`config.mk`:
```
export PLATFORM = sky130hd
export DESIGN_NAME = ced_top
export DESIGN_NICKNAME = d
export VERILOG_FILES = /design/src/design/ced_pkg.sv /design/src/design/ced_evt_if.sv /design/src/design/ced_top.sv /design/src/design/ced_detect.sv
export SDC_FILE = /design/constraint.sdc
export NUM_CORES = 1
export LEC_CHECK = 0
export ABC_AREA = 1
export CAP_MARGIN = 20
export CELL_PAD_IN_SITES_DETAIL_PLACEMENT = 0
export CELL_PAD_IN_SITES_GLOBAL_PLACEMENT = 1
export CORE_ASPECT_RATIO = 0.9
export CORE_UTILIZATION = 35
export DETAILED_ROUTE_END_ITERATION = 8
export DONT_BUFFER_PORTS = 1
export PLACE_DENSITY = 0.67
export SLEW_MARGIN = 20
export SYNTH_ARGS = -nofsm -noshare
export SYNTH_HDL_FRONTEND = slang
export SYNTH_SLANG_ARGS = --single-unit
```
`constraint.sdc`:
```
create_clock -name clk -period 1.61 [get_ports clk]
set_input_delay 0.2415 -clock clk [delete_from_list [all_inputs] [get_ports clk]]
set_output_delay 0.2415 -clock clk [all_outputs]
set_load 0.02 [all_outputs]
```
`src/design/ced_pkg.sv`:
```
// package: register map, field layout and timing constants for the comparator event block
package ced_pkg;
  // avalon word addresses (byte address / 4)
  localparam logic [3:0] CED_CSR_IDX      = 4'h0;  // comparator_control_status
  localparam logic [3:0] CED_IRQ_EN_IDX   = 4'h1;  // interrupt_enable_reg
  localparam logic [3:0] CED_PORT3_IDX    = 4'h2;  // port 3 latch / pin read
  localparam logic [3:0] CED_STATUS_IDX   = 4'h3;  // sticky event status, w1c
  localparam logic [3:0] CED_MASK_IDX     = 4'h4;  // interrupt mask
  localparam logic [3:0] CED_PWR_IDX      = 4'h5;  // idle / power-down request
  localparam logic [7:0] CED_CSR_OFFSET   = 8'h97;

  // csr, irq enable, port 3, power and status bit fields
  localparam int CED_CM_LSB     = 0;
  localparam int CED_CEN_BIT    = 3;
  localparam int CED_CF_BIT     = 4;
  localparam int CED_RUN_IN_IDLE_BIT   = 5;
  localparam int CED_EC_BIT     = 6;
  localparam int CED_CMPOUT_BIT = 6;
  localparam int CED_IDLE_BIT   = 0;
  localparam int CED_PD_BIT     = 1;
  localparam int CED_NUM_EVT    = 2;
  localparam int CED_EVT_FLAG   = 0;
  localparam int CED_EVT_WAKE   = 1;

  localparam logic [7:0] CED_CSR_RESET  = 8'h00;
  localparam logic [7:0] CED_PORT_RESET = 8'hFF;
  localparam logic [7:0] CED_CSR_WMASK  = 8'h2F;

  // debounce waits this many timer overflows
  localparam int CED_DEB_OVF = 2;

  // settle time (software obligation, kept for reference)
  localparam int CED_CLK_MHZ    = 100;
  localparam int CED_SETTLE_US  = 10;
  localparam int CED_SETTLE_CYC = CED_SETTLE_US * CED_CLK_MHZ;

  typedef enum logic [2:0] {
    CED_LOW_LEVEL = 3'b000,
    CED_POS_EDGE  = 3'b001,
    CED_TOG_DEB   = 3'b010,
    CED_POS_DEB   = 3'b011,
    CED_NEG_EDGE  = 3'b100,
    CED_TOGGLE    = 3'b101,
    CED_NEG_DEB   = 3'b110,
    CED_HIGH_LVL  = 3'b111
  } ced_mode_type;
endpackage : ced_pkg

```
`src/design/ced_evt_if.sv`:
```
// interface: detector configuration and event result between top and detector
`timescale 1ns/1ps
interface ced_evt_if;
  logic               active;
  logic               sample;
  logic               timer_ovf;
  ced_pkg::ced_mode_type mode;
  logic               event_hit;
  logic               pending;
  modport ctrl (output active, output sample, output timer_ovf, output mode,
                input event_hit, input pending);
  modport det  (input active, input sample, input timer_ovf, input mode,
                output event_hit, output pending);
endinterface : ced_evt_if

```
`src/design/ced_top.sv`:
```
// top: comparator control/status register, port 3 view, interrupts and power gating
//
// Behaviour
// - enable bit activates comparator; clear forces output low and blocks events.
// - port 3 pin reads return live comparator output in bit 6.
// - port 3 bit 6 writes change only the latch, not the comparator.
// - flag set when output meets selected mode; mode zero is low level.
// - flag stays set until software clears it; pollable or interrupting.
// - flag raises cmp_irq only while irq enable bit 6 is set; irq follows the status flag and mask, not bit 6.
// - comparator output sampled once every clock.
// - debounced modes wait two timer overflows, resample, set flag on match.
// - run-in-idle keeps comparator running in idle; otherwise powered down.
// - run-in-idle plus irq enable lets an event wake from idle.
// - comparator and detection always off in power-down.
// - mode encodings for edge, toggle, debounced and high-level conditions.
`timescale 1ns/1ps
module ced_top (
  // clock and reset
  input  wire logic        clk,
  input  wire logic        rst_n,
  // avalon-mm slave
  input  wire logic [3:0]  avs_address,
  input  wire logic        avs_read,
  input  wire logic        avs_write,
  input  wire logic [31:0] avs_writedata,
  input  wire logic [3:0]  avs_byteenable,
  output logic      [31:0] avs_readdata,
  output logic             avs_waitrequest,
  output logic      [1:0]  avs_response,
  // analog core and timer
  input  wire logic        cmp_raw,
  input  wire logic        timer_ovf,
  output logic             cmp_power_en,
  // port 3 pins
  input  wire logic [7:0]  port3_pins,
  output logic      [7:0]  port3_latch,
  // interrupts and wake
  output logic             cmp_irq,
  output logic             wake_req,
  output logic             irq
);
  import ced_pkg::*;

  logic [7:0] csr_ff;
  logic [7:0] ien_ff;
  logic [7:0] port_ff;
  logic [1:0] pwr_ff;
  logic [CED_NUM_EVT-1:0] status_ff;
  logic [CED_NUM_EVT-1:0] mask_ff;
  logic [31:0] rdata_ff;
  logic        ack_ff;
  logic [1:0]  rsp_ff;
  logic        waitreq_ff;
  logic        cmp_irq_ff;
  logic        wake_ff;
  logic        irq_ff;
  logic        pwr_en_ff;

  ////////////////////////////////////////////////////////////////////////////
  // input synchronisers: first stage feeds only the second
  logic cmp_s1_ff, cmp_s2_ff, ovf_s1_ff, ovf_s2_ff, ovf_d_ff;
  logic [7:0] pin_s1_ff, pin_s2_ff;
  always_ff @(posedge clk or negedge rst_n) begin
    if (!rst_n) begin
      cmp_s1_ff <= 1'b0;
      cmp_s2_ff <= 1'b0;
      ovf_s1_ff <= 1'b0;
      ovf_s2_ff <= 1'b0;
      ovf_d_ff  <= 1'b0;
      pin_s1_ff <= 8'h00;
      pin_s2_ff <= 8'h00;
    end else begin
      cmp_s1_ff <= cmp_raw;
      cmp_s2_ff <= cmp_s1_ff;
      ovf_s1_ff <= timer_ovf;
      ovf_s2_ff <= ovf_s1_ff;
      ovf_d_ff  <= ovf_s2_ff;
      pin_s1_ff <= port3_pins;
      pin_s2_ff <= pin_s1_ff;
    end
  end

  ////////////////////////////////////////////////////////////////////////////
  // power gating and gated comparator output
  logic in_idle, in_pd, active, cmp_out;
  assign in_idle = pwr_ff[CED_IDLE_BIT];
  assign in_pd   = pwr_ff[CED_PD_BIT];
  assign active  = csr_ff[CED_CEN_BIT] && !in_pd
                   && (!in_idle || csr_ff[CED_RUN_IN_IDLE_BIT]);
  assign cmp_out = active & cmp_s2_ff;

  ced_evt_if evt_if ();
  assign evt_if.active    = active;
  assign evt_if.sample    = cmp_out;
  assign evt_if.timer_ovf = ovf_s2_ff & ~ovf_d_ff;  // one pulse per overflow
  assign evt_if.mode      = ced_mode_type'(csr_ff[CED_CM_LSB +: 3]);

  ced_detect u_detect (
    .clk   (clk),
    .rst_n (rst_n),
    .evt   (evt_if.det)
  );

  ////////////////////////////////////////////////////////////////////////////
  // avalon slave: one cycle wait, answer on the second edge
  logic req, take, wr, rd;
  assign req  = avs_read | avs_write;
  assign take = req & ack_ff;
  assign wr   = take & avs_write;
  assign rd   = take & avs_read;

  function automatic logic [7:0] merge(input logic [7:0] old, input logic [31:0] d,
                                       input logic [3:0] be);
    return be[0] ? d[7:0] : old;
  endfunction : merge

  always_ff @(posedge clk or negedge rst_n) begin
    if (!rst_n) begin
      ack_ff <= 1'b0;
    end else begin
      ack_ff <= req & ~ack_ff;
    end
  end

  // registered copy so the pin comes straight from a flop
  always_ff @(posedge clk or negedge rst_n) begin
    if (!rst_n) begin
      waitreq_ff <= 1'b1;
    end else begin
      waitreq_ff <= ~(req & ~ack_ff);
    end
  end

  // software-written control
  always_ff @(posedge clk or negedge rst_n) begin
    if (!rst_n) begin
      ien_ff  <= 8'h00;
      port_ff <= CED_PORT_RESET;
      pwr_ff  <= 2'h0;
      mask_ff <= '0;
    end else if (wr) begin
      if (avs_address == CED_IRQ_EN_IDX) begin
        ien_ff <= merge(ien_ff, avs_writedata, avs_byteenable);
      end else if (avs_address == CED_PORT3_IDX) begin
        port_ff <= merge(port_ff, avs_writedata, avs_byteenable);
      end else if (avs_address == CED_MASK_IDX && avs_byteenable[0]) begin
        mask_ff <= avs_writedata[CED_NUM_EVT-1:0];
      end else if (avs_address == CED_PWR_IDX && avs_byteenable[0]) begin
        pwr_ff <= avs_writedata[1:0];
      end
    end else if (wake_ff) begin
      pwr_ff[CED_IDLE_BIT] <= 1'b0;
    end
  end

  // csr: control bits written; flag set by hardware, set wins over clear
  logic csr_wr;
  assign csr_wr = wr && avs_address == CED_CSR_IDX && avs_byteenable[0];
  always_ff @(posedge clk or negedge rst_n) begin
    if (!rst_n) begin
      csr_ff <= CED_CSR_RESET;
    end else begin
      if (csr_wr) begin
        csr_ff[CED_RUN_IN_IDLE_BIT:0] <= avs_writedata[CED_RUN_IN_IDLE_BIT:0] & CED_CSR_WMASK[5:0];
        csr_ff[CED_CF_BIT] <= (avs_writedata[CED_CF_BIT] & csr_ff[CED_CF_BIT])
                              | evt_if.event_hit;
      end else if (evt_if.event_hit) begin
        csr_ff[CED_CF_BIT] <= 1'b1;
      end
    end
  end

  // sticky status, write one to clear, set wins
  logic [CED_NUM_EVT-1:0] evt_set;
  logic [CED_NUM_EVT-1:0] evt_clr;
  assign evt_set[CED_EVT_FLAG] = evt_if.event_hit;
  assign evt_set[CED_EVT_WAKE] = wake_ff;
  assign evt_clr = (wr && avs_address == CED_STATUS_IDX && avs_byteenable[0]) ?
                   avs_writedata[CED_NUM_EVT-1:0] : '0;
  always_ff @(posedge clk or negedge rst_n) begin
    if (!rst_n) begin
      status_ff <= '0;
    end else begin
      status_ff <= (status_ff & ~evt_clr) | evt_set;
    end
  end

  // read data
  always_ff @(posedge clk or negedge rst_n) begin
    if (!rst_n) begin
      rdata_ff <= 32'h0000_0000;
      rsp_ff   <= 2'b00;
    end else if (req && !ack_ff) begin
      rdata_ff <= 32'h0000_0000;
      rsp_ff   <= 2'b00;
      if (avs_address == CED_CSR_IDX) begin
        rdata_ff[7:0] <= csr_ff & CED_CSR_WMASK | (csr_ff & 8'h10);
      end else if (avs_address == CED_IRQ_EN_IDX) begin
        rdata_ff[7:0] <= ien_ff;
      end else if (avs_address == CED_PORT3_IDX) begin
        rdata_ff[7:0] <= {pin_s2_ff[7], cmp_out, pin_s2_ff[5:0]};
      end else if (avs_address == CED_STATUS_IDX) begin
        rdata_ff[CED_NUM_EVT-1:0] <= status_ff;
      end else if (avs_address == CED_MASK_IDX) begin
        rdata_ff[CED_NUM_EVT-1:0] <= mask_ff;
      end else if (avs_address == CED_PWR_IDX) begin
        rdata_ff[1:0] <= pwr_ff;
      end else begin
        rsp_ff <= 2'b11;
      end
    end
  end

  ////////////////////////////////////////////////////////////////////////////
  // interrupt, wake and outputs
  always_ff @(posedge clk or negedge rst_n) begin
    if (!rst_n) begin
      cmp_irq_ff <= 1'b0;
      wake_ff    <= 1'b0;
      irq_ff     <= 1'b0;
      pwr_en_ff  <= 1'b0;
    end else begin
      cmp_irq_ff <= csr_ff[CED_CF_BIT] & ien_ff[CED_EC_BIT];
      wake_ff    <= in_idle & csr_ff[CED_RUN_IN_IDLE_BIT] & ien_ff[CED_EC_BIT]
                    & evt_if.event_hit;
      irq_ff     <= |(status_ff & mask_ff);
      pwr_en_ff  <= active;
    end
  end

  assign avs_readdata    = rdata_ff;
  assign avs_waitrequest = waitreq_ff;
  assign avs_response    = rsp_ff;
  assign port3_latch     = port_ff;
  assign cmp_irq         = cmp_irq_ff;
  assign wake_req        = wake_ff;
  assign irq             = irq_ff;
  assign cmp_power_en    = pwr_en_ff;
endmodule : ced_top

```
`src/design/ced_detect.sv`:
```
// detector: level, edge, toggle and debounced condition evaluation
`timescale 1ns/1ps
module ced_detect (
  // clock and reset
  input wire logic clk,
  input wire logic rst_n,
  // detector link
  ced_evt_if.det   evt
);
  import ced_pkg::*;

  typedef enum logic [1:0] {CED_IDLE_S, CED_WAIT_S} ced_deb_type;

  logic        prev_ff;
  ced_deb_type deb_ff;
  logic [1:0]  ovf_cnt_ff;
  logic        expect_ff;
  logic        hit_ff;

  function automatic logic is_debounced(input ced_mode_type m);
    return (m == CED_TOG_DEB) || (m == CED_POS_DEB) || (m == CED_NEG_DEB);
  endfunction : is_debounced

  logic rise;
  logic fall;
  logic raw_hit;
  logic trans;
  assign rise = evt.sample & ~prev_ff;
  assign fall = ~evt.sample & prev_ff;

  always_comb begin
    raw_hit = 1'b0;
    trans   = 1'b0;
    case (evt.mode)
      CED_LOW_LEVEL: raw_hit = ~evt.sample;
      CED_POS_EDGE:  raw_hit = rise;
      CED_NEG_EDGE:  raw_hit = fall;
      CED_TOGGLE:    raw_hit = rise | fall;
      CED_HIGH_LVL:  raw_hit = evt.sample;
      CED_TOG_DEB:   trans   = rise | fall;
      CED_POS_DEB:   trans   = rise;
      CED_NEG_DEB:   trans   = fall;
      default:       raw_hit = 1'b0;
    endcase
  end

  // one sample per clock
  always_ff @(posedge clk or negedge rst_n) begin
    if (!rst_n) begin
      prev_ff <= 1'b0;
    end else begin
      prev_ff <= evt.sample;
    end
  end

  // debounce: a fresh transition while waiting is ignored, the first one stands
  always_ff @(posedge clk or negedge rst_n) begin
    if (!rst_n) begin
      deb_ff     <= CED_IDLE_S;
      ovf_cnt_ff <= 2'h0;
      expect_ff  <= 1'b0;
    end else if (!evt.active || !is_debounced(evt.mode)) begin
      deb_ff     <= CED_IDLE_S;
      ovf_cnt_ff <= 2'h0;
    end else begin
      case (deb_ff)
        CED_IDLE_S: begin
          if (trans) begin
            deb_ff     <= CED_WAIT_S;
            ovf_cnt_ff <= 2'h0;
            expect_ff  <= evt.sample;
          end
        end
        CED_WAIT_S: begin
          if (evt.timer_ovf) begin
            if (ovf_cnt_ff == 2'(CED_DEB_OVF - 1)) begin
              deb_ff     <= CED_IDLE_S;
              ovf_cnt_ff <= 2'h0;
            end else begin
              ovf_cnt_ff <= ovf_cnt_ff + 2'h1;
            end
          end
        end
        default: deb_ff <= CED_IDLE_S;
      endcase
    end
  end

  logic deb_hit;
  assign deb_hit = (deb_ff == CED_WAIT_S) && evt.timer_ovf &&
                   (ovf_cnt_ff == 2'(CED_DEB_OVF - 1)) && (evt.sample == expect_ff);

  always_ff @(posedge clk or negedge rst_n) begin
    if (!rst_n) begin
      hit_ff <= 1'b0;
    end else begin
      hit_ff <= evt.active && (is_debounced(evt.mode) ? deb_hit : raw_hit);
    end
  end

  assign evt.event_hit = hit_ff;
  assign evt.pending   = (deb_ff == CED_WAIT_S);
endmodule : ced_detect

```
[Word level (Yosys, flattened, before mapping)]
Cells that the tools add are included.
Storage, ports and cells
  register bits: 72
  bits of input ports: 54
  output and inout bits: 47
  logic and storage cells: 152
Cells by class
  add/subtract/negate cells: 1
  equal/unequal tests: 22
  mux-type cells: 35
  bitwise logic cells: 29
  reduce and logical (&&, ||, !) cells: 37
Operator list (count)
  $mux W2: 19
  $mux W8: 2
  $logic_and A1 B1 Y1: 13
  $and A1 B1 Y1: 12
  $eq A3 B3 Y1 const B: 4
  $reduce_and A3 Y1: 4
  $reduce_and A5 Y1: 2
  $mux W1: 9
  $ne A3 B1 Y1 const B: 3
  $not A1 Y1: 9
  $eq A4 B2 Y1 const B: 2
  $eq A4 B3 Y1 const B: 2
  $pmux W2 S2: 2
  $reduce_and A4 Y1: 2
  $eq A3 B2 Y1 const B: 2
  $mux W6: 1
  $ne A2 B2 Y1 const B: 3
  $or A6 B5 Y6: 1
  $logic_not A1 Y1: 5
  $pmux W1 S5: 1
  $and A2 B2 Y2: 2
  $eq A2 B1 Y1 const B: 2
  $eq A4 B1 Y1 const B: 1
  $logic_not A4 Y1: 1
  other kinds (14): 20

[Logic depth before layout (Yosys ltp)]
  depth in word-level cells: 11
  depth in mapped cells: 11
  mapped depth without buffers: 11

[Modules after synthesis]
A second synthesis with hierarchy kept.
Second synthesis, totals
  cell total of the unflattened synthesis: 327
  area, all modules: 3040.4 um^2
By module, submodules not included
  ced_top: instances 1, cells each 264, area an instance 2603.7 um^2
  ced_detect: instances 1, cells each 63, area an instance 436.7 um^2

[Worst setup path after synthesis]
OpenSTA, ideal clock, no wires.
  path type: register -> register
  start: register pwr_ff[1]
  end: register u_detect.expect_ff
  arrival time: 1315 ps
  setup slack: 169 ps
  stages on the path, launching flop included: 8
  path buffers: 0
  path through: dfrtp_1 > inv_1 > nand4_1 > ha_1 > o211ai_1 > nand3_1 > nand2_1 > o21ai_0
On the way
  cells in the longest elaborated chain, start to end: 9
  elaborated cells on any way between the ends: 13
  those cells by class: mux (1); bitwise (6); reduce/logical (6)
Ends and longest elaborated chain
  start: declaration: RTL line ced_top.sv:47  | logic [1:0] pwr_ff;
  start signal: assignment: RTL line ced_top.sv:149  | pwr_ff <= avs_writedata[1:0];
  $logic_not A1 Y1 *: RTL line ced_top.sv:88  | assign active = csr_ff[CED_CEN_BIT] && !in_pd
  $logic_and A1 B1 Y1 *: RTL line ced_top.sv:88
  $logic_and A1 B1 Y1 *: RTL line ced_top.sv:89  | && (!in_idle || csr_ff[CED_RUN_IN_IDLE_BIT]);
  $and A1 B1 Y1: RTL line ced_top.sv:90  | assign cmp_out = active & cmp_s2_ff;
  $not A1 Y1: RTL line ced_detect.sv:29  | assign fall = ~evt.sample & prev_ff;
  $and A1 B1 Y1: RTL line ced_detect.sv:29
  $or A1 B1 Y1: RTL line ced_detect.sv:40  | CED_TOG_DEB: trans = rise | fall;
  $pmux W1 S3: RTL line ced_detect.sv:34  | case (evt.mode)
  $reduce_and A3 Y1 (no line)
  end signal: assignment: RTL line ced_detect.sv:71  | expect_ff <= evt.sample;
  end: declaration: RTL line ced_detect.sv:17  | logic expect_ff;
Mark *: on every way between the ends. The rest lies on a longest branch, timed or not.
A chain may end at the register's enable or synchronous reset.

[Worst setup path in the final report]
Ends and elaborated chain as after synthesis.

==> metrics.txt <==
DRT Pass-1 Iters 4; final wirelength 6130 µm; Post-DP HPWL 4400 µm; Final Hold Slack -0.423 ns; Area Growth Syn to Fin 14.2%; startpoint types flip-flop; Async SR Flop Fraction 100%; total gr overflow 0; worst-skew pair later-pin latency 0.35 ns; H-tree Lvls 3; Syn Std Cell Area 3050 µm²; Vias 2114; Post-layout nets 418; clk_skew 0.0112 ns; Total Neg Setup Slack 0 ns; Design Area, Final 3480 µm²; Worst Hold Class in -> async; Seq/Total Area, Yosys 56.2%; Core Box Area 8260 µm²; power density cells 1190 nW/µm²; GPL Wtd Cong 0.773; register bit total from synthesis 68; first-pass GRT wire length 10100 µm; post-route DRC violation count 0; ys flop type dfrtp_1; Num Clock Sinks 68; final worst slack 0.00711 ns; io pins 101; die height 90.5 µm; max-slew violations 0; final setup vio count 0; crit end category flip-flop; highest clock rate 0.624 GHz; root buffer cell clkbuf_8; max-cap violations 0; Final min period 1.60 ns; YS warnings 0; Yosys cell types 29; Avg WL per Cell 12.7 µm; Setup CP Type reg -> reg; CTS tree done; Antenna Nets Post-Route 0; share of cells above drive strength 1 16.6%; Site Rows 31; status finished, violations left; Yosys top cell by area dfrtp_1; postcts setup bufs 0; Synth Instances 337; vias per inst 4.39; leakage 1.74 nW; initial antenna violation count 0; Initial Util 36.9%; Post-synth EDFFs 0; RSZ-0062 raised after global routing true; post-synthesis average cell area 9.05 µm²; Die ar. 9090 µm²; Buffers on Ports 0; worst slack, placed -0.0291 ns; Reg clk slew, reported paths 0.08 ns; Starting DRT DRC Count 125; GRT Overall Usage 15.0%; vias in the first global route 2042; die width 100 µm; Final Hold Violating Endpoints 68; most area-consuming cells after synthesis dfrtp_1 48%, nand2_1 11%, dfstp_2 7.8%, buf_4 6.2%, inv_1 5.0%; CTS Buf Count 9; failing checks hold timing; Final period util 99.6%; WP data required 1.85 ns; Peak VDD IR 0.000586 V; CP Max Fanout 3; critical path data arrival time 1.84 ns; largest net degree at the start of global routing 69; Bufs on Longest Clock Path 2; Ant. Diodes 0; Post-CTS Hold Fix Bufs 10; share of the synthesized area in the top cell type 48.4%; Placed Area 3140 µm²
## cell families (layout without fill, tap and decap cells)
group,count (synthesis),count (layout),share of synthesized area (%)
AND/OR/NAND/NOR,149,149,21.7
flip-flops,68,68,56.2
buffers and inverters,75,82,13.0
AO/OA/AOI/OAI,42,42,8.12
other,1,24,0.123
adder cells (fa/ha/maj),2,2,0.821
## worst max-delay path, stage by stage (launching register included)
cell      delay (ns)
dfrtp_1         0.40
inv_2           0.07
nand4_1         0.17
ha_1            0.34
o211ai_1        0.21
nand3_1         0.17
nand2_1         0.09
o21ai_1         0.06
## layout make-up
cell class	count	area [µm²]
clock buffers	10	128
clock inverters	6	111
fillers	849	4780
inverters	45	171
multi-input cells	217	1030
flip-flops and latches	68	1710
well taps	115	144
repair buffers	21	183
## sequential cells by signal, indices dropped and copies added, names as in the netlist, 2 cells and up
name,cells
avs_readdata,8
csr_ff,6
ien_ff,8
mask_ff,2
pin_s1_ff,7
pin_s2_ff,7
port3_latch,8
pwr_ff,2
status_ff,2
u_detect.ovf_cnt_ff,2
## layout by cell type (no fill, tap or decap), types with 3 or more instances in the layout
| cell type | instances |
|---|---|
| clkbuf_8 | 9 |
| inv_1 | 39 |
| buf_4 | 11 |
| dfstp_2 | 9 |
| bufinv_16 | 3 |
| nand2_1 | 86 |
| nand4_1 | 5 |
| dfrtp_1 | 58 |
| nor2_1 | 19 |
| nand2_4 | 3 |
| nand2_2 | 3 |
| conb_1 | 24 |
| o21ai_0 | 16 |
| dlygate4sd3_1 | 10 |
| nand3_1 | 24 |
| o21ai_2 | 8 |
| inv_2 | 4 |
| o21ai_1 | 11 |
## per-stage QoR
stage,total power [W],utilization [%],std cells
3_3_place_gp,0.00248,38.0,456
5_1_grt,0.00437,42.2,482
6_report,0.00416,42.2,482
4_1_cts,0.00422,42.1,482
2_1_floorplan,0.00242,-,360
3_5_place_dp,0.00248,38.0,456
## cells in the mapped netlist, drive strengths merged, types with 3 or more instances
cell / instances
a21oi: 3
buf: 30
dfrtp: 59
dfstp: 9
inv: 44
nand2: 92
nand3: 25
nand4: 5
nor2: 23
o21ai: 35
## metal layers
metal / global-route usage [%] / up-vias / wire (µm)
met2: 21.2 / 76 / 2680
met1: 20.4 / 971 / 2970
li1: - / 1065 / -
met5: 0 / - / 0
met3: 6.50 / 2 / 449
met4: 5.43 / 0 / 25
## final timing paths
| kind | slack, ns | start | end | depth (start not counted) |
|---|---|---|---|---|
| worst max-delay path | 0.007 | pwr_ff[1] | u_detect.expect_ff | 7 |
| worst min-delay path | -0.42 | rst_n | status_ff[1] | 0 |
| worst max register to register | 0.007 | pwr_ff[1] | u_detect.expect_ff | 7 |
| worst min register to register | 0.35 | pin_s1_ff[7] | pin_s2_ff[7] | 0 |
| max in group asynchronous | 1.82 | rst_n | port3_latch[2] | 0 |
| min in group clk | 0.03 | avs_writedata[1] | mask_ff[1] | 2 |
## report_power, final
group,total (W),switching (W),internal (W)
combinational,0.000381,0.000238,0.000143
clock,0.00169,0.000656,0.00103
sequential,0.00209,0.000195,0.00189
## timing repair
action / 4_1_cts / 5_1_grt
gates resized for setup: 1 / 5
endpoints found under the hold margin: 78 / 68
endpoints found under the setup margin: 1 / 5
pin swaps: 2 / 2
Note: power is estimated with default switching activity, not from simulation.
